**src/inc/edge_tally_params.svh**
```systemverilog
// Functional notes
// - four independent units, own configuration and count
// - counter is sixteen bits, range to 65535
// - two channels update one shared counter
// - each channel has pulse and steer inputs
// - every pulse and steer input filtered separately
// - per channel select rising or falling edge
// - steer high/low each pick inc, dec, hold
`ifndef EDGE_TALLY_PARAMS_SVH
`define EDGE_TALLY_PARAMS_SVH
`define ET_NUM_UNITS    4
`define ET_CNT_WIDTH    16
`define ET_CNT_RESET    16'h0000
`define ET_FILT_LEN     4
`define ET_MAX_PULSE_MHZ 40
`define ET_CLK_MHZ      20
`endif

```
**src/inc/edge_tally_pkg.sv**
```systemverilog
package edge_tally_pkg;
  // action taken on a counted edge
  typedef enum logic [1:0] {
    ACT_HOLD,
    ACT_INC,
    ACT_DEC
  } count_act_t;

  // per-channel configuration
  typedef struct packed {
    logic       fall_edge;   // 1: count falling edges
    count_act_t act_hi;      // action while steer is high
    count_act_t act_lo;      // action while steer is low
  } chan_cfg_t;

  // filter state for one input
  typedef struct packed {
    logic [3:0] hist;
    logic       level;
  } filt_state_t;
endpackage

```
**src/logic/edge_tally_block.sv**
```systemverilog
`timescale 1ns/1ps
`include "edge_tally_params.svh"
module edge_tally_block
  import edge_tally_pkg::*;
#(
  parameter int UNITS = `ET_NUM_UNITS,
  parameter int CW    = `ET_CNT_WIDTH
) (
  input  wire logic                   CORE_CLK_IN,  // 20 MHz clock
  input  wire logic                   RST_IN,       // sync reset, high
  input  wire logic                   CE_IN,        // freezes all state
  input  wire logic [UNITS-1:0]       PULSE_CH0_IN, // pulse_input_chan0
  input  wire logic [UNITS-1:0]       PULSE_CH1_IN, // pulse_input_chan1
  input  wire logic [UNITS-1:0]       STEER_CH0_IN, // steer_input_chan0
  input  wire logic [UNITS-1:0]       STEER_CH1_IN, // steer_input_chan1
  input  wire chan_cfg_t [UNITS-1:0]  CFG_CH0_IN,   // channel 0 config
  input  wire chan_cfg_t [UNITS-1:0]  CFG_CH1_IN,   // channel 1 config
  input  wire logic [UNITS-1:0]       CLEAR_IN,     // clear count pulse
  output logic [UNITS-1:0][CW-1:0]    COUNT_OUT     // counter values
);
  // the step arithmetic and the wrap need at least two counter bits
  if (UNITS < 1 || CW < 2 || CW > 32) begin : g_bad_params
    $error("bad edge_tally params");
  end

  // selected action of one channel for the current steer level
  function automatic count_act_t act_of(
    input logic steer, input chan_cfg_t cfg);
    act_of = steer ? cfg.act_hi : cfg.act_lo;
  endfunction

  // apply one channel's action on a counted edge: +1, -1 or 0
  function automatic logic signed [2:0] step_of(
    input logic edge_seen, input logic steer, input chan_cfg_t cfg);
    count_act_t act;
    act = act_of(steer, cfg);
    step_of = 3'sd0;
    if (edge_seen && act == ACT_INC) begin
      step_of = 3'sd1;
    end else if (edge_seen && act == ACT_DEC) begin
      step_of = -3'sd1;
    end
  endfunction

  // chosen edge of a filtered pulse from its previous and current level
  function automatic logic edge_of(
    input logic prev, input logic cur, input logic fall);
    edge_of = fall ? (prev & ~cur) : (~prev & cur);
  endfunction

  // previous filtered levels start at the filters' reset level, so a
  // freshly released unit never sees a false edge
  typedef struct packed {
    logic [UNITS-1:0][CW-1:0] cnt;
    logic [UNITS-1:0]         p0_prev;
    logic [UNITS-1:0]         p1_prev;
  } tally_state_t;

  // the counts and previous pulse levels live in one struct, registered below
  tally_state_t st_q;
  tally_state_t st_d;
  count_act_t       a0 [UNITS]; // chan0 action at current steer
  count_act_t       a1 [UNITS]; // chan1 action at current steer
  logic [UNITS-1:0] p0_f;
  logic [UNITS-1:0] p1_f;
  logic [UNITS-1:0] s0_f;
  logic [UNITS-1:0] s1_f;
  logic [UNITS-1:0] e0;
  logic [UNITS-1:0] e1;

  //////////////////////////////////////////////////////////////////////////
  // one filter per input keeps a noisy steer line from flipping direction
  for (genvar u = 0; u < UNITS; u++) begin : g_unit
    glitch_filter u_fp0 (.clk_in(CORE_CLK_IN), .rst_in(RST_IN), .ce_in(CE_IN),
      .raw_in(PULSE_CH0_IN[u]), .level_out(p0_f[u]));
    glitch_filter u_fp1 (.clk_in(CORE_CLK_IN), .rst_in(RST_IN), .ce_in(CE_IN),
      .raw_in(PULSE_CH1_IN[u]), .level_out(p1_f[u]));
    glitch_filter u_fs0 (.clk_in(CORE_CLK_IN), .rst_in(RST_IN), .ce_in(CE_IN),
      .raw_in(STEER_CH0_IN[u]), .level_out(s0_f[u]));
    glitch_filter u_fs1 (.clk_in(CORE_CLK_IN), .rst_in(RST_IN), .ce_in(CE_IN),
      .raw_in(STEER_CH1_IN[u]), .level_out(s1_f[u]));
    assign e0[u] = edge_of(st_q.p0_prev[u], p0_f[u], CFG_CH0_IN[u].fall_edge);
    assign e1[u] = edge_of(st_q.p1_prev[u], p1_f[u], CFG_CH1_IN[u].fall_edge);
    assign a0[u] = act_of(s0_f[u], CFG_CH0_IN[u]);
    assign a1[u] = act_of(s1_f[u], CFG_CH1_IN[u]);
  end

  //////////////////////////////////////////////////////////////////////////
  // both channels add into one counter; opposite steps cancel out.
  // pulses beyond the filter bandwidth are lost, the source must keep
  // to the rated rate
  always_comb begin
    logic signed [2:0] sum;
    sum  = 3'sd0;
    st_d = st_q;
    st_d.p0_prev = p0_f;
    st_d.p1_prev = p1_f;
    for (int u = 0; u < UNITS; u++) begin
      sum = step_of(e0[u], s0_f[u], CFG_CH0_IN[u])
          + step_of(e1[u], s1_f[u], CFG_CH1_IN[u]);
      // clear wins over a same-cycle edge; that edge is lost
      if (CLEAR_IN[u]) begin
        st_d.cnt[u] = CW'(`ET_CNT_RESET);
      end else begin
        st_d.cnt[u] = st_q.cnt[u] + CW'(sum);
      end
    end
  end

  always_ff @(posedge CORE_CLK_IN) begin
    if (RST_IN) begin
      st_q <= '0;
    end else if (CE_IN) begin
      st_q <= st_d;
    end
  end

  // count leaves straight from the flops, never from the adder
  assign COUNT_OUT = st_q.cnt;

  //////////////////////////////////////////////////////////////////////////
  clear_zero_a: assert property (
    @(posedge CORE_CLK_IN) disable iff (RST_IN)
    CE_IN && CLEAR_IN[0] |=> COUNT_OUT[0] == '0)
    else $error("clear did not zero count");
  inc_one_a: assert property (
    @(posedge CORE_CLK_IN) disable iff (RST_IN)
    CE_IN && !CLEAR_IN[0] && e0[0] && !e1[0] &&
    ((s0_f[0] ? CFG_CH0_IN[0].act_hi : CFG_CH0_IN[0].act_lo) == ACT_INC)
    |=> COUNT_OUT[0] == $past(COUNT_OUT[0]) + 1'b1)
    else $error("increment missed");
  dec_one_a: assert property (
    @(posedge CORE_CLK_IN) disable iff (RST_IN)
    CE_IN && !CLEAR_IN[0] && e1[0] && !e0[0] &&
    ((s1_f[0] ? CFG_CH1_IN[0].act_hi : CFG_CH1_IN[0].act_lo) == ACT_DEC)
    |=> COUNT_OUT[0] == $past(COUNT_OUT[0]) - 1'b1)
    else $error("decrement missed");
  idle_hold_a: assert property (
    @(posedge CORE_CLK_IN) disable iff (RST_IN)
    !CLEAR_IN[1] && !e0[1] && !e1[1] |=> $stable(COUNT_OUT[1]))
    else $error("count moved without edge");
  freeze_ce_a: assert property (
    @(posedge CORE_CLK_IN) disable iff (RST_IN)
    !CE_IN |=> $stable(COUNT_OUT))
    else $error("state moved while disabled");
  rise_edge_a: assert property (
    @(posedge CORE_CLK_IN) disable iff (RST_IN)
    !CFG_CH0_IN[2].fall_edge && $rose(p0_f[2]) |-> e0[2])
    else $error("rising edge not seen");
  fall_edge_a: assert property (
    @(posedge CORE_CLK_IN) disable iff (RST_IN)
    CFG_CH0_IN[2].fall_edge && $rose(p0_f[2]) |-> !e0[2])
    else $error("wrong edge counted");
  filt_lag_a: assert property (
    @(posedge CORE_CLK_IN) disable iff (RST_IN)
    CE_IN && PULSE_CH0_IN[3] && !p0_f[3] ##1 CE_IN && PULSE_CH0_IN[3]
    ##1 CE_IN && PULSE_CH0_IN[3] ##1 CE_IN && PULSE_CH0_IN[3]
    ##1 CE_IN |=> p0_f[3])
    else $error("filter lag wrong");

  //////////////////////////////////////////////////////////////////////////
  // the same paths for every unit; a slip in one unit's slice of the
  // state shows up even where a scenario only drives another unit.
  // codes outside the enum also hold, but only the named ones are checked
  for (genvar u = 0; u < UNITS; u++) begin : g_chk
    clear_unit_a: assert property (
      @(posedge CORE_CLK_IN) disable iff (RST_IN)
      CE_IN && CLEAR_IN[u] |=> COUNT_OUT[u] == CW'(`ET_CNT_RESET))
      else $error("clear did not restore count");
    quiet_unit_a: assert property (
      @(posedge CORE_CLK_IN) disable iff (RST_IN)
      CE_IN && !CLEAR_IN[u] && !e0[u] && !e1[u] |=> $stable(COUNT_OUT[u]))
      else $error("count moved in a quiet unit");
    hold_act_a: assert property (
      @(posedge CORE_CLK_IN) disable iff (RST_IN)
      CE_IN && !CLEAR_IN[u] && (!e0[u] || a0[u] == ACT_HOLD) &&
      (!e1[u] || a1[u] == ACT_HOLD) |=> $stable(COUNT_OUT[u]))
      else $error("held action moved the count");
    both_inc_a: assert property (
      @(posedge CORE_CLK_IN) disable iff (RST_IN)
      CE_IN && !CLEAR_IN[u] && e0[u] && e1[u] &&
      a0[u] == ACT_INC && a1[u] == ACT_INC
      |=> COUNT_OUT[u] == $past(COUNT_OUT[u]) + 2'd2)
      else $error("two increments did not add up");
    cancel_a: assert property (
      @(posedge CORE_CLK_IN) disable iff (RST_IN)
      CE_IN && !CLEAR_IN[u] && e0[u] && e1[u] &&
      ((a0[u] == ACT_INC && a1[u] == ACT_DEC) ||
       (a0[u] == ACT_DEC && a1[u] == ACT_INC)) |=> $stable(COUNT_OUT[u]))
      else $error("opposite steps did not cancel");
    dec_ch0_a: assert property (
      @(posedge CORE_CLK_IN) disable iff (RST_IN)
      CE_IN && !CLEAR_IN[u] && e0[u] && !e1[u] && a0[u] == ACT_DEC
      |=> COUNT_OUT[u] == $past(COUNT_OUT[u]) - 1'b1)
      else $error("chan0 decrement missed");
    inc_ch1_a: assert property (
      @(posedge CORE_CLK_IN) disable iff (RST_IN)
      CE_IN && !CLEAR_IN[u] && e1[u] && !e0[u] && a1[u] == ACT_INC
      |=> COUNT_OUT[u] == $past(COUNT_OUT[u]) + 1'b1)
      else $error("chan1 increment missed");
    rise_ch0_a: assert property (
      @(posedge CORE_CLK_IN) disable iff (RST_IN)
      !CFG_CH0_IN[u].fall_edge && $rose(p0_f[u]) |-> e0[u])
      else $error("chan0 rising edge not seen");
    fall_ch0_a: assert property (
      @(posedge CORE_CLK_IN) disable iff (RST_IN)
      CFG_CH0_IN[u].fall_edge && $fell(p0_f[u]) |-> e0[u])
      else $error("chan0 falling edge not seen");
    rise_ch1_a: assert property (
      @(posedge CORE_CLK_IN) disable iff (RST_IN)
      !CFG_CH1_IN[u].fall_edge && $rose(p1_f[u]) |-> e1[u])
      else $error("chan1 rising edge not seen");
    fall_ch1_a: assert property (
      @(posedge CORE_CLK_IN) disable iff (RST_IN)
      CFG_CH1_IN[u].fall_edge && $fell(p1_f[u]) |-> e1[u])
      else $error("chan1 falling edge not seen");
  end

  // main scenarios: counting up, wrapping down, clear racing an edge,
  // both channels at once, and a held pulse while frozen
  up_c:    cover property (@(posedge CORE_CLK_IN) COUNT_OUT[0] == 16'h0003);
  wrap_c:  cover property (@(posedge CORE_CLK_IN) COUNT_OUT[0] == 16'hFFFF);
  clear_c: cover property (@(posedge CORE_CLK_IN) CLEAR_IN[0] && e0[0]);
  both_c:  cover property (@(posedge CORE_CLK_IN) e0[0] && e1[0]);
  freeze_c: cover property (@(posedge CORE_CLK_IN) !CE_IN && PULSE_CH0_IN[0]);
endmodule // edge_tally_block

```
**src/logic/glitch_filter.sv**
```systemverilog
`timescale 1ns/1ps
`include "edge_tally_params.svh"
module glitch_filter
  import edge_tally_pkg::*;
#(
  parameter int LEN = `ET_FILT_LEN
) (
  input  wire logic clk_in,   // core clock
  input  wire logic rst_in,   // sync reset
  input  wire logic ce_in,    // clock enable
  input  wire logic raw_in,   // unfiltered input
  output logic      level_out // filtered level
);
  // the history vector in the package is four samples wide
  if (LEN != 4) begin : g_bad_len
    $error("glitch_filter supports LEN of 4 only");
  end

  filt_state_t s_q;
  filt_state_t s_d;

  // level follows only once the input stood still for LEN samples,
  // so shorter spikes never reach the counter
  always_comb begin
    s_d = s_q;
    s_d.hist = {s_q.hist[2:0], raw_in};
    if (s_q.hist == 4'hF) begin
      s_d.level = 1'b1;
    end else if (s_q.hist == 4'h0) begin
      s_d.level = 1'b0;
    end
  end

  always_ff @(posedge clk_in) begin
    if (rst_in) begin
      s_q <= '0;
    end else if (ce_in) begin
      s_q <= s_d;
    end
  end

  assign level_out = s_q.level;

  stable_high_a: assert property (
    @(posedge clk_in) disable iff (rst_in)
    ce_in && s_q.hist == 4'hF |=> s_q.level)
    else $error("filter did not rise after stable high");
  stable_low_a: assert property (
    @(posedge clk_in) disable iff (rst_in)
    ce_in && s_q.hist == 4'h0 |=> !s_q.level)
    else $error("filter did not fall after stable low");
  // a history that is not all ones must never lift a low level
  spike_block_a: assert property (
    @(posedge clk_in) disable iff (rst_in)
    !s_q.level && s_q.hist != 4'hF |=> !s_q.level)
    else $error("short spike reached the level");
endmodule // glitch_filter

```
**config.mk**
```make
export PLATFORM = sky130hd
export DESIGN_NAME = edge_tally_block
export DESIGN_NICKNAME = d
export VERILOG_FILES = /design/src/inc/edge_tally_pkg.sv /design/src/logic/edge_tally_block.sv /design/src/logic/glitch_filter.sv
export VERILOG_INCLUDE_DIRS = /design/src /design/src/inc
export SDC_FILE = /design/constraint.sdc
export NUM_CORES = 1
export LEC_CHECK = 0
export ABC_AREA = 1
export BUFFER_PORTS_ARGS = -buffer_cell sky130_fd_sc_hd__buf_2
export CAP_MARGIN = 20
export CORE_MARGIN = 2
export CORE_UTILIZATION = 50
export DETAILED_ROUTE_END_ITERATION = 8
export PLACE_DENSITY = 0.73
export RECOVER_POWER = 100
export SLEW_MARGIN = 20
export SYNTH_ARGS = -nofsm -noshare
export SYNTH_HDL_FRONTEND = slang
export SYNTH_SLANG_ARGS = --single-unit
```
**constraint.sdc**
```tcl
create_clock -name CORE_CLK_IN -period 3.18 [get_ports CORE_CLK_IN]
set_input_delay 0.636 -clock CORE_CLK_IN [delete_from_list [all_inputs] [get_ports CORE_CLK_IN]]
set_output_delay 0.636 -clock CORE_CLK_IN [all_outputs]
set_load 0.02 [all_outputs]
```
==> impl_metrics.csv, run 1 <==
group,metric,value,unit
outcome,result_of_the_run,"finished, violations left",
outcome,violations,"capacitance limit, slew limit",
timing,skew,0.01729,ns
cells_and_area,post_route_standard_cell_area_excluding_fillers,12190,um2
hold_path,worst_min_path_class,"primary input to flip-flop",
synthesis,synthCells,1606,
synthesis,post-synth-top-area-cell,"sky130_fd_sc_hd__dfxtp_1",
global_route,via_count_of_the_first_global_routing_pass,9181,
global_route,grt.total_usage,22.25,%
floorplan,die_w,148.3,um
placed_design,placement.cell_area,11500,um2
power_and_ir_drop,cellInternalPower,0.003236,W
placed_design,count_of_buffers_from_port_buffering,126,
power_and_ir_drop,power.static_leakage,6.116,nW
placed_design,place_congestion,0.8676,
clocking,clock_insertion_delay_worst_skew,0.42,ns
floorplan,std_cell_rows,52,
timing,finalCritPeriodShare,93.90,%
global_route,grt_first_pass_wirelength,41080,um
setup_path,cp_slowest_cell,"sky130_fd_sc_hd__fa_1",
route,wl_per_cell,12.13,um
cells_and_area,drive_gt1_share,15.62,%
cells_and_area,finalCoreUtilization,59.85,%
power_and_ir_drop,net-switching-power,0.001298,W
power_and_ir_drop,switching_share,28.63,%
setup_path,worstPathRequired,3.53,ns
synthesis,synth_ff_type,"sky130_fd_sc_hd__dfxtp_1",
cells_and_area,nets,1895,
setup_path,setup_slack_reg_to_reg,0.19,ns
synthesis,yosys_warnings,0,
power_and_ir_drop,power.density,372.0,nW/um2
route,vias_per_cell,4.967,
setup_path,crit_chain,"mux2i_2, buf_4, nand2_1, o21ai_1, ha_2, inv_1, fa_1, inv_1, ha_1, nand2_1, nand2_1, nand3_1, nand2_1, clkbuf_4, a21oi_1, o21ai_1, a21oi_1",
route,antenna_violating_nets_left,0,
synthesis,synth_simple_gate_area_share,30.14,%
floorplan,initial_core_util,51.12,%
global_route,largest_net_degree_at_the_start_of_global_routing,97,
global_route,grt_antenna_before_repair,1,
setup_path,critical_path_arrival,3.34,ns
timing,timing_max_transition_violations_final,97,
setup_path,crit_fanout,5,
timing,tightest_slew,1.612,ns
synthesis,postSynthAreaPerCell,6.483,um2
setup_path,critical-path-top-cell-by-count,"sky130_fd_sc_hd__nand2_1",
synthesis,syn-num-nets,1753,
setup_path,critPathCaptureType,"flip-flop",
synthesis,yosys-top-cells-area,"sky130_fd_sc_hd__dfxtp_1, sky130_fd_sc_hd__nand2_1, sky130_fd_sc_hd__ha_1",
clocking,tritoncts,"yes",
route,detailedRoute.firstPassIterationCount,5,
clocking,cts.reportedPaths.clkPinSlew,0.07,ns
job,max-cap-violations,1,
synthesis,synthesis.area,10410,um2
route,drt_iter0_drc,459,
synthesis,synth_seq_cells,152,
cells_and_area,syn2layout_area_growth,17.06,%
floorplan,dieArea,21990,um2
synthesis,seq_area_frac_synth,29.23,%
floorplan,core_area,20360,um2
clocking,htree_num_levels,4,
synthesis,synth.area.mux_share,0.7691,%
synthesis,share_of_the_synthesized_area_in_compound_gates_ao_oa_aoi_oai,13.75,%
power_and_ir_drop,pwr-share-comb,11.6,%
timing,maxSlewHeadroom,-7.469,%
power_and_ir_drop,peak_supply_drop,0.3473,mV
cells_and_area,final_cell_mix,"sky130_fd_sc_hd__nand2_1, sky130_fd_sc_hd__inv_1, sky130_fd_sc_hd__nor2_1",
timing,hold_viol_final,0,
timing,max_freq,334.9,MHz
synthesis,synth_async_sr_flop_share,0,%
clocking,cts_max_path_buffers,2,
floorplan,die_h,148.3,um
route,wl,24640,um
synthesis,synth_top_cell_area_share,29.23,%
power_and_ir_drop,share_clk_of_total_power,43.9,%
power_and_ir_drop,seq_power_share,44.6,%
timing,finalWorstPathRequiredPeriod,2.986,ns
synthesis,yosys.area_share.adder,10.96,%
synthesis,synth_edf_count,0,
placed_design,dp.final_hpwl,17800,um
synthesis,synth_cell_type_count,27,
clocking,cts.root.buffer_cell,"sky130_fd_sc_hd__clkbuf_16",
floorplan,io-pin-count,127,
route,drc,0,
clocking,cts_sinks,152,
timing,setup_viol_count_final,0,
setup_path,critical_path.startpoint_type,"flip-flop",
route,route.vias.total,10090,
cells_and_area,layout_commonest_cell,"sky130_fd_sc_hd__nand2_1",
setup_path,worstSetupPathType,"flip-flop to flip-flop",
setup_path,slowest_delay,0.54,ns
synthesis,synth_top_family_by_area,"simple AND/OR/NAND/NOR gates",
clocking,cts-buffers-inserted,17,
global_route,grt_overflow_total,0,
synthesis,synthXorXnorAreaFrac,0.3365,%
-- cell families after synthesis --
logic type      after synthesis
simple gates                757
fa+ha+maj                    84
mux                           8
xor+xnor                      4
flops                       152
buf+inv                     332
compound gates              269
-- worst max-delay path, delay by kind of cell, from the launching register on --
family                     cells  cell delay [ns]
and+or+nand+nor                5             0.38
DFF                            1             0.40
AOI/OAI and AO/OA              4             0.43
buffers and inverters          4             0.41
muxes                          1             0.26
adders and majority gates      3             1.04
-- routing by layer --
| layer | track usage [%] | routed length (um) | vias to the layer above | share of wire (%) |
|---|---|---|---|---|
| li1 | - | - | 5369 | - |
| met1 | 29.01 | 11660 | 4541 | 47 |
| met2 | 38.94 | 11900 | 165 | 48 |
| met3 | 3.098 | 781 | 18 | 3.2 |
| met4 | 5.476 | 299 | 0 | 1.2 |
| met5 | 0 | 0 | - | 0 |
-- state kept, by name, summed over array words and instances (netlist names) --
signal / flops
COUNT_OUT: 64
g_unit.u_fp0.s_d: 12
g_unit.u_fp1.s_d: 12
g_unit.u_fs0.s_d: 12
g_unit.u_fs1.s_d: 12
st_q: 8
g_unit.u_fp0.level_out: 4
g_unit.u_fp0.s_q: 4
g_unit.u_fp1.level_out: 4
g_unit.u_fp1.s_q: 4
g_unit.u_fs0.level_out: 4
g_unit.u_fs0.s_q: 4
g_unit.u_fs1.level_out: 4
g_unit.u_fs1.s_q: 4
-- final timing paths --
| check | depth (start not counted) | start | end |
|---|---|---|---|
| setup / recovery | 17 | g_unit[1].u_fs1.level_out | COUNT_OUT[23] |
| hold / removal | 3 | PULSE_CH0_IN[3] | g_unit[3].u_fp0.s_d[2] |
| setup reg to reg | 17 | g_unit[1].u_fs1.level_out | COUNT_OUT[23] |
| hold reg to reg | 2 | g_unit[2].u_fs0.s_q[4] | g_unit[2].u_fs0.s_q[4] |
-- power by group through the flow --
stage,logic [W],clock network (W),registers (W)
floorplan,0.000354,0,0.00205
detailed placement,0.000518,0,0.00206
CTS,0.000521,0.00204,0.00202
finish,0.000525,0.00199,0.00202
global placement,0.000506,0,0.00206
global route,0.000593,0.00213,0.00203
-- per-stage QoR --
step                power (W)  std cells  worst slack (ns)  hold WS (ns)  TNS (ns)
floorplan            0.002402       1606           0.02919        0.4524         0
global placement     0.002567       1996           -0.2209        0.4630    -5.016
detailed placement   0.002581       1996           -0.2572        0.4714    -7.695
CTS                  0.004580       2028          0.002404        0.4169         0
global route         0.004754       2032          -0.02668        0.4326   -0.1302
finish               0.004534       2032            0.1941        0.4326         0
-- Yosys cell counts (12+ instances only) --
cell and count:
sky130_fd_sc_hd__dfxtp_1 152, sky130_fd_sc_hd__inv_1 212, sky130_fd_sc_hd__a21oi_1 154, sky130_fd_sc_hd__nand3_1 91, sky130_fd_sc_hd__clkbuf_1 25, sky130_fd_sc_hd__fa_1 12, sky130_fd_sc_hd__nor2_1 154, sky130_fd_sc_hd__or2_1 14
sky130_fd_sc_hd__ha_1 72, sky130_fd_sc_hd__o21ai_1 14, sky130_fd_sc_hd__o21ai_0 77, sky130_fd_sc_hd__buf_4 74, sky130_fd_sc_hd__a41oi_1 16, sky130_fd_sc_hd__nand2_1 436, sky130_fd_sc_hd__nor3_1 28
-- final cells by class --
cell class	instances	area (um2)
fill	1959	8177
multi-input combinational	1122	5972
sequential	152	3060
timing repair buffer	232	1394
inverter	223	839.6
clock buffer	18	429.2
tap	270	337.8
clock inverter	14	152.6
antenna	1	2.502
-- what timing repair did --
action / 4_1_cts / 5_1_grt
buffers inserted: 0 / 3
pin swaps: 0 / 9
gates resized for setup: 1 / 60
setup endpoints to repair: 8 / 44
hold buffers: 0 / 0
No activity file was read; power rests on OpenSTA's default activity.
==> run 2: changes to the inputs <==
--- a/config.mk
+++ b/config.mk
@@ -12,8 +12,10 @@
 export CORE_MARGIN = 2
 export CORE_UTILIZATION = 50
 export DETAILED_ROUTE_END_ITERATION = 8
+export MAX_ROUTING_LAYER = met4
 export PLACE_DENSITY = 0.73
 export RECOVER_POWER = 100
+export SKIP_CTS_REPAIR_TIMING = 1
 export SLEW_MARGIN = 20
 export SYNTH_ARGS = -nofsm -noshare
 export SYNTH_HDL_FRONTEND = slang
==> impl_metrics.csv, run 2 (synthesized netlist as in run 1, its figures left out) <==
group,metric,value,unit
floorplan,die_h,148.3,um
clocking,clock_insertion_delay_worst_skew,0.43,ns
setup_path,regToRegStartpoint,"g_unit[1].u_fs1.level_out",
job,max-cap-violations,1,
cells_and_area,drive_gt1_share,15.67,%
timing,timing_max_transition_violations_final,97,
timing,timing.setup.tns,0,ns
cells_and_area,nets,1895,
global_route,grt_antenna_before_repair,1,
floorplan,io-pin-count,127,
setup_path,worstSetupPathType,"flip-flop to flip-flop",
placed_design,dp.final_hpwl,17800,um
floorplan,std_cell_rows,52,
global_route,grt.total_usage,22.88,%
global_route,grt_first_pass_wirelength,41070,um
timing,max_freq,334.0,MHz
cells_and_area,post_route_standard_cell_area_excluding_fillers,12180,um2
cells_and_area,final_cell_mix,"sky130_fd_sc_hd__nand2_1, sky130_fd_sc_hd__inv_1, sky130_fd_sc_hd__nor2_1",
outcome,result_of_the_run,"finished, violations left",
power_and_ir_drop,power.density,372.9,nW/um2
route,drc,0,
timing,tightest_slew,1.624,ns
global_route,via_count_of_the_first_global_routing_pass,9174,
placed_design,placement.cell_area,11500,um2
setup_path,crit_fanout,14,
route,vias_per_cell,4.968,
setup_path,critPathLaunch,"g_unit[1].u_fs1.level_out",
timing,skew,0.01476,ns
setup_path,ff2ff_path_depth,18,
timing,finalWorstPathRequiredPeriod,2.994,ns
placed_design,count_of_buffers_from_port_buffering,126,
placed_design,placed_cells,1996,
timing,maxSlewHeadroom,-8.266,%
floorplan,initial_core_util,51.12,%
cells_and_area,flip_flop_count_of_the_largest_register_all_copies_and_words_added,64,
hold_path,worst_min_path_class,"primary input to flip-flop",
cells_and_area,layout_commonest_cell,"sky130_fd_sc_hd__nand2_1",
cells_and_area,syn2layout_area_growth,17.02,%
global_route,grt_overflow_total,0,
timing,final.hold.worst_slack,0.4280,ns
floorplan,die_w,148.3,um
clocking,cts-buffers-inserted,17,
cells_and_area,finalNonFillerCells,2032,
clocking,cts.reportedPaths.clkPinSlew,0.07,ns
clocking,cts.root.buffer_cell,"sky130_fd_sc_hd__clkbuf_16",
setup_path,critPathCaptureType,"flip-flop",
clocking,htree_num_levels,4,
timing,setup_viol_count_final,0,
route,wl_per_cell,12.12,um
floorplan,core_area,20360,um2
route,route.vias.total,10100,
timing,hold_viol_final,0,
power_and_ir_drop,peak_supply_drop,0.3462,mV
route,wl,24630,um
clocking,cts_sinks,152,
hold_path,timing.hold.worst_path_depth,3,
power_and_ir_drop,power.static_leakage,6.112,nW
route,drt_iter0_drc,460,
setup_path,worstPathRequired,3.54,ns
clocking,cts_max_path_buffers,2,
clocking,tritoncts,"yes",
setup_path,critical_path_arrival,3.35,ns
placed_design,place_congestion,0.8850,
global_route,largest_net_degree_at_the_start_of_global_routing,97,
setup_path,setup_slack_reg_to_reg,0.19,ns
route,detailedRoute.firstPassIterationCount,5,
setup_path,critical_path.startpoint_type,"flip-flop",
floorplan,dieArea,21990,um2
route,antenna_violating_nets_left,0,
outcome,violations,"capacitance limit, slew limit",
timing,finalCritPeriodShare,94.15,%
hold_path,timing.hold.worst.start,"PULSE_CH0_IN[3]",
==> run 2: cell counts in the layout (fill, tap and decap cells not counted) <==
No cell type changed its count.
==> run 2: final cells by class <==
type | count | area, um2
inverter | 223 | 839.6
sequential | 152 | 3058
fill | 1959 | 8182
multi-input combinational | 1122 | 5974
antenna | 1 | 2.502
clock inverter | 14 | 152.6
tap | 270 | 337.8
clock buffer | 18 | 429.2
timing repair buffer | 232 | 1389
==> run 2: path summary, 6_finish.rpt <==
kind,to
setup / recovery,COUNT_OUT[29]
hold / removal,g_unit[3].u_fp0.s_d[2]
hold reg to reg,g_unit[2].u_fs0.s_q[4]
setup reg to reg,COUNT_OUT[29]
==> run 2: per-layer routing <==
layer  global-route usage (%)  vias up  wire, um
met5                        -        -         0
met4                    5.476        0       362
met3                    3.006       21       873
met2                    38.94      175     11790
met1                    28.99     4533     11610
li1                         -     5366         -
==> run 2: worst max-delay path, stage by stage, from the launching register on <==
cell and delay, ns:
sky130_fd_sc_hd__dfxtp_2 0.40, sky130_fd_sc_hd__mux2i_2 0.26, sky130_fd_sc_hd__inv_1 0.06, sky130_fd_sc_hd__nand3_1 0.10, sky130_fd_sc_hd__o21ai_1 0.09, sky130_fd_sc_hd__ha_2 0.21, sky130_fd_sc_hd__fa_2 0.41, sky130_fd_sc_hd__inv_2 0.09
sky130_fd_sc_hd__buf_8 0.16, sky130_fd_sc_hd__ha_1 0.29, sky130_fd_sc_hd__nand2_1 0.17, sky130_fd_sc_hd__inv_1 0.06, sky130_fd_sc_hd__nand2_1 0.06, sky130_fd_sc_hd__nand2_1 0.04, sky130_fd_sc_hd__a21oi_1 0.19, sky130_fd_sc_hd__nand2_1 0.08
sky130_fd_sc_hd__nand2_1 0.06, sky130_fd_sc_hd__nand3_1 0.06, sky130_fd_sc_hd__a21oi_1 0.12
==> run 2: stage by stage <==
stage / utilization [%] / setup WS, ns / total power, W
floorplan: - / 0.02919 / 0.002402
global placement: 56.48 / -0.2209 / 0.002567
detailed placement: 56.48 / -0.2572 / 0.002581
CTS: 59.34 / -0.05327 / 0.004580
global route: 59.82 / -0.04050 / 0.004752
finish: 59.82 / 0.1859 / 0.004542
==> run 2: report_power, final <==
part / switching, W / total (W) / internal [W]
sequential: 0.0000536 / 0.00202 / 0.00197
clock: 0.000947 / 0.00200 / 0.00105
combinational: 0.000306 / 0.000524 / 0.000218
total: 0.00131 / 0.00454 / 0.00324
==> run 3: changes to the inputs <==
--- a/config.mk
+++ b/config.mk
@@ -11,6 +11,7 @@
 export CAP_MARGIN = 20
 export CORE_MARGIN = 2
 export CORE_UTILIZATION = 50
+export CTS_BUF_LIST = sky130_fd_sc_hd__clkbuf_16
 export DETAILED_ROUTE_END_ITERATION = 8
 export MAX_ROUTING_LAYER = met4
 export PLACE_DENSITY = 0.73
==> impl_metrics.csv, run 3 (synthesized netlist as in run 1, its figures left out) <==
group,metric,value,unit
hold_path,holdPathEnd,"g_unit[3].u_fp0.s_d[2]",
clocking,cts_max_path_buffers,2,
cells_and_area,filler_cell_count,1959,
setup_path,setup_slack_reg_to_reg,0.19,ns
hold_path,timing.hold.worst_path_depth,3,
global_route,grt_antenna_before_repair,1,
outcome,result_of_the_run,"finished, violations left",
cells_and_area,nets,1895,
route,antenna_violating_nets_left,0,
hold_path,timing.hold.worst.start,"PULSE_CH0_IN[3]",
timing,skew,0.01435,ns
placed_design,placed_cells,1996,
timing,maxSlewHeadroom,-7.923,%
clocking,cts-buffers-inserted,17,
power_and_ir_drop,design_power_total,0.004540,W
setup_path,critPathCaptureType,"flip-flop",
placed_design,dp.final_hpwl,17800,um
floorplan,io-pin-count,127,
timing,timing.setup.tns,0,ns
global_route,grt_overflow_total,0,
job,max-cap-violations,1,
timing,hold_viol_final,0,
power_and_ir_drop,power.static_leakage,6.116,nW
placed_design,placement.cell_area,11500,um2
timing,finalWorstPathRequiredPeriod,2.995,ns
clocking,tritoncts,"yes",
global_route,grt_first_pass_wirelength,41070,um
setup_path,critical_path.startpoint_type,"flip-flop",
route,wl,24640,um
floorplan,dieArea,21990,um2
timing,final.hold.worst_slack,0.4279,ns
timing,finalCritPeriodShare,94.18,%
cells_and_area,layout_commonest_cell,"sky130_fd_sc_hd__nand2_1",
clocking,cts_sinks,152,
setup_path,worstSetupPathType,"flip-flop to flip-flop",
cells_and_area,flip_flop_count_of_the_largest_register_all_copies_and_words_added,64,
outcome,violations,"capacitance limit, slew limit",
power_and_ir_drop,peak_supply_drop,0.3465,mV
setup_path,critical_path_arrival,3.35,ns
route,detailedRoute.firstPassIterationCount,6,
setup_path,crit_fanout,14,
route,vias_per_cell,4.964,
hold_path,worst_min_path_class,"primary input to flip-flop",
timing,timing_max_transition_violations_final,97,
timing,setup_viol_count_final,0,
floorplan,initial_core_util,51.12,%
placed_design,place_congestion,0.8850,
floorplan,die_h,148.3,um
setup_path,regToRegStartpoint,"g_unit[1].u_fs1.level_out",
global_route,via_count_of_the_first_global_routing_pass,9174,
cells_and_area,post_route_standard_cell_area_excluding_fillers,12180,um2
setup_path,worstPathRequired,3.54,ns
route,drc,0,
route,route.vias.total,10090,
timing,max_freq,333.9,MHz
power_and_ir_drop,power.density,372.7,nW/um2
floorplan,core_area,20360,um2
clocking,clock_insertion_delay_worst_skew,0.43,ns
placed_design,count_of_buffers_from_port_buffering,126,
cells_and_area,drive_gt1_share,15.67,%
floorplan,std_cell_rows,52,
setup_path,crit-reg2reg-capture,"COUNT_OUT[29]",
global_route,largest_net_degree_at_the_start_of_global_routing,97,
timing,tightest_slew,1.619,ns
cells_and_area,finalNonFillerCells,2032,
clocking,cts.reportedPaths.clkPinSlew,0.07,ns
route,drt_iter0_drc,462,
route,wl_per_cell,12.12,um
cells_and_area,final_cell_mix,"sky130_fd_sc_hd__nand2_1, sky130_fd_sc_hd__inv_1, sky130_fd_sc_hd__nor2_1",
cells_and_area,syn2layout_area_growth,17.02,%
floorplan,die_w,148.3,um
global_route,grt.total_usage,22.88,%
setup_path,ff2ff_path_depth,18,
clocking,htree_num_levels,4,
clocking,cts.root.buffer_cell,"sky130_fd_sc_hd__clkbuf_16",
run 3: how the worst max path moves through the flow:
stage                          to                      start  depth (start not counted)
floorplan           COUNT_OUT[61]             CFG_CH1_IN[18]                         15
global placement    COUNT_OUT[29]              CFG_CH1_IN[8]                         18
detailed placement  COUNT_OUT[60]             CFG_CH1_IN[19]                         17
CTS                 COUNT_OUT[29]  g_unit[1].u_fs1.level_out                         18
global route        COUNT_OUT[59]  g_unit[3].u_fs1.level_out                         18
finish              COUNT_OUT[29]  g_unit[1].u_fs1.level_out                         18
run 3: routing by layer:
metal	track usage, %	vias up	wire length [um]	part of all wire (%)
li1	-	5366	-	-
met1	28.99	4536	11630	47
met2	38.94	163	11810	48
met3	3.006	21	833	3.4
met4	5.476	0	362	1.5
met5	-	-	0	0
run 3: cell type report:
cell class | instances | area, um2 | area share [%]
Clock buffer | 17 | 425.4 | 3.492
Antenna cell | 1 | 2.502 | 0.02054
Multi-Input combinational cell | 1122 | 5974 | 49.04
Clock inverter | 15 | 156.4 | 1.284
Timing Repair Buffer | 232 | 1389 | 11.40
Tap cell | 270 | 337.8 | 2.773
Sequential cell | 152 | 3058 | 25.10
Inverter | 223 | 839.6 | 6.891
run 3: power breakdown:
group | leakage, nW | switching (W) | internal [W] | total [W]
clock network | 0.282 | 0.000948 | 0.00105 | 0.00200
logic | 4.59 | 0.000306 | 0.000218 | 0.000524
registers | 1.24 | 0.0000537 | 0.00197 | 0.00202
run 3: critical path: stages (launching register included):
cell and delay [ns]:
sky130_fd_sc_hd__dfxtp_2 0.40, sky130_fd_sc_hd__mux2i_2 0.26, sky130_fd_sc_hd__inv_1 0.06, sky130_fd_sc_hd__nand3_1 0.10
sky130_fd_sc_hd__o21ai_1 0.09, sky130_fd_sc_hd__ha_2 0.21, sky130_fd_sc_hd__fa_2 0.41, sky130_fd_sc_hd__inv_2 0.09
sky130_fd_sc_hd__buf_8 0.16, sky130_fd_sc_hd__ha_1 0.29, sky130_fd_sc_hd__nand2_1 0.17, sky130_fd_sc_hd__inv_1 0.06
sky130_fd_sc_hd__nand2_1 0.06, sky130_fd_sc_hd__nand2_1 0.04, sky130_fd_sc_hd__a21oi_1 0.19, sky130_fd_sc_hd__nand2_1 0.08
sky130_fd_sc_hd__nand2_1 0.06, sky130_fd_sc_hd__nand3_1 0.06, sky130_fd_sc_hd__a21oi_1 0.12
run 3: metrics by stage:
| stage | worst slack (ns) | util, % |
|---|---|---|
| after floorplan | 0.02919 | - |
| after global placement | -0.2209 | 56.48 |
| after detailed placement | -0.2572 | 56.48 |
| after CTS | -0.05327 | 59.34 |
| after global routing | -0.04050 | 59.82 |
| final | 0.1850 | 59.82 |
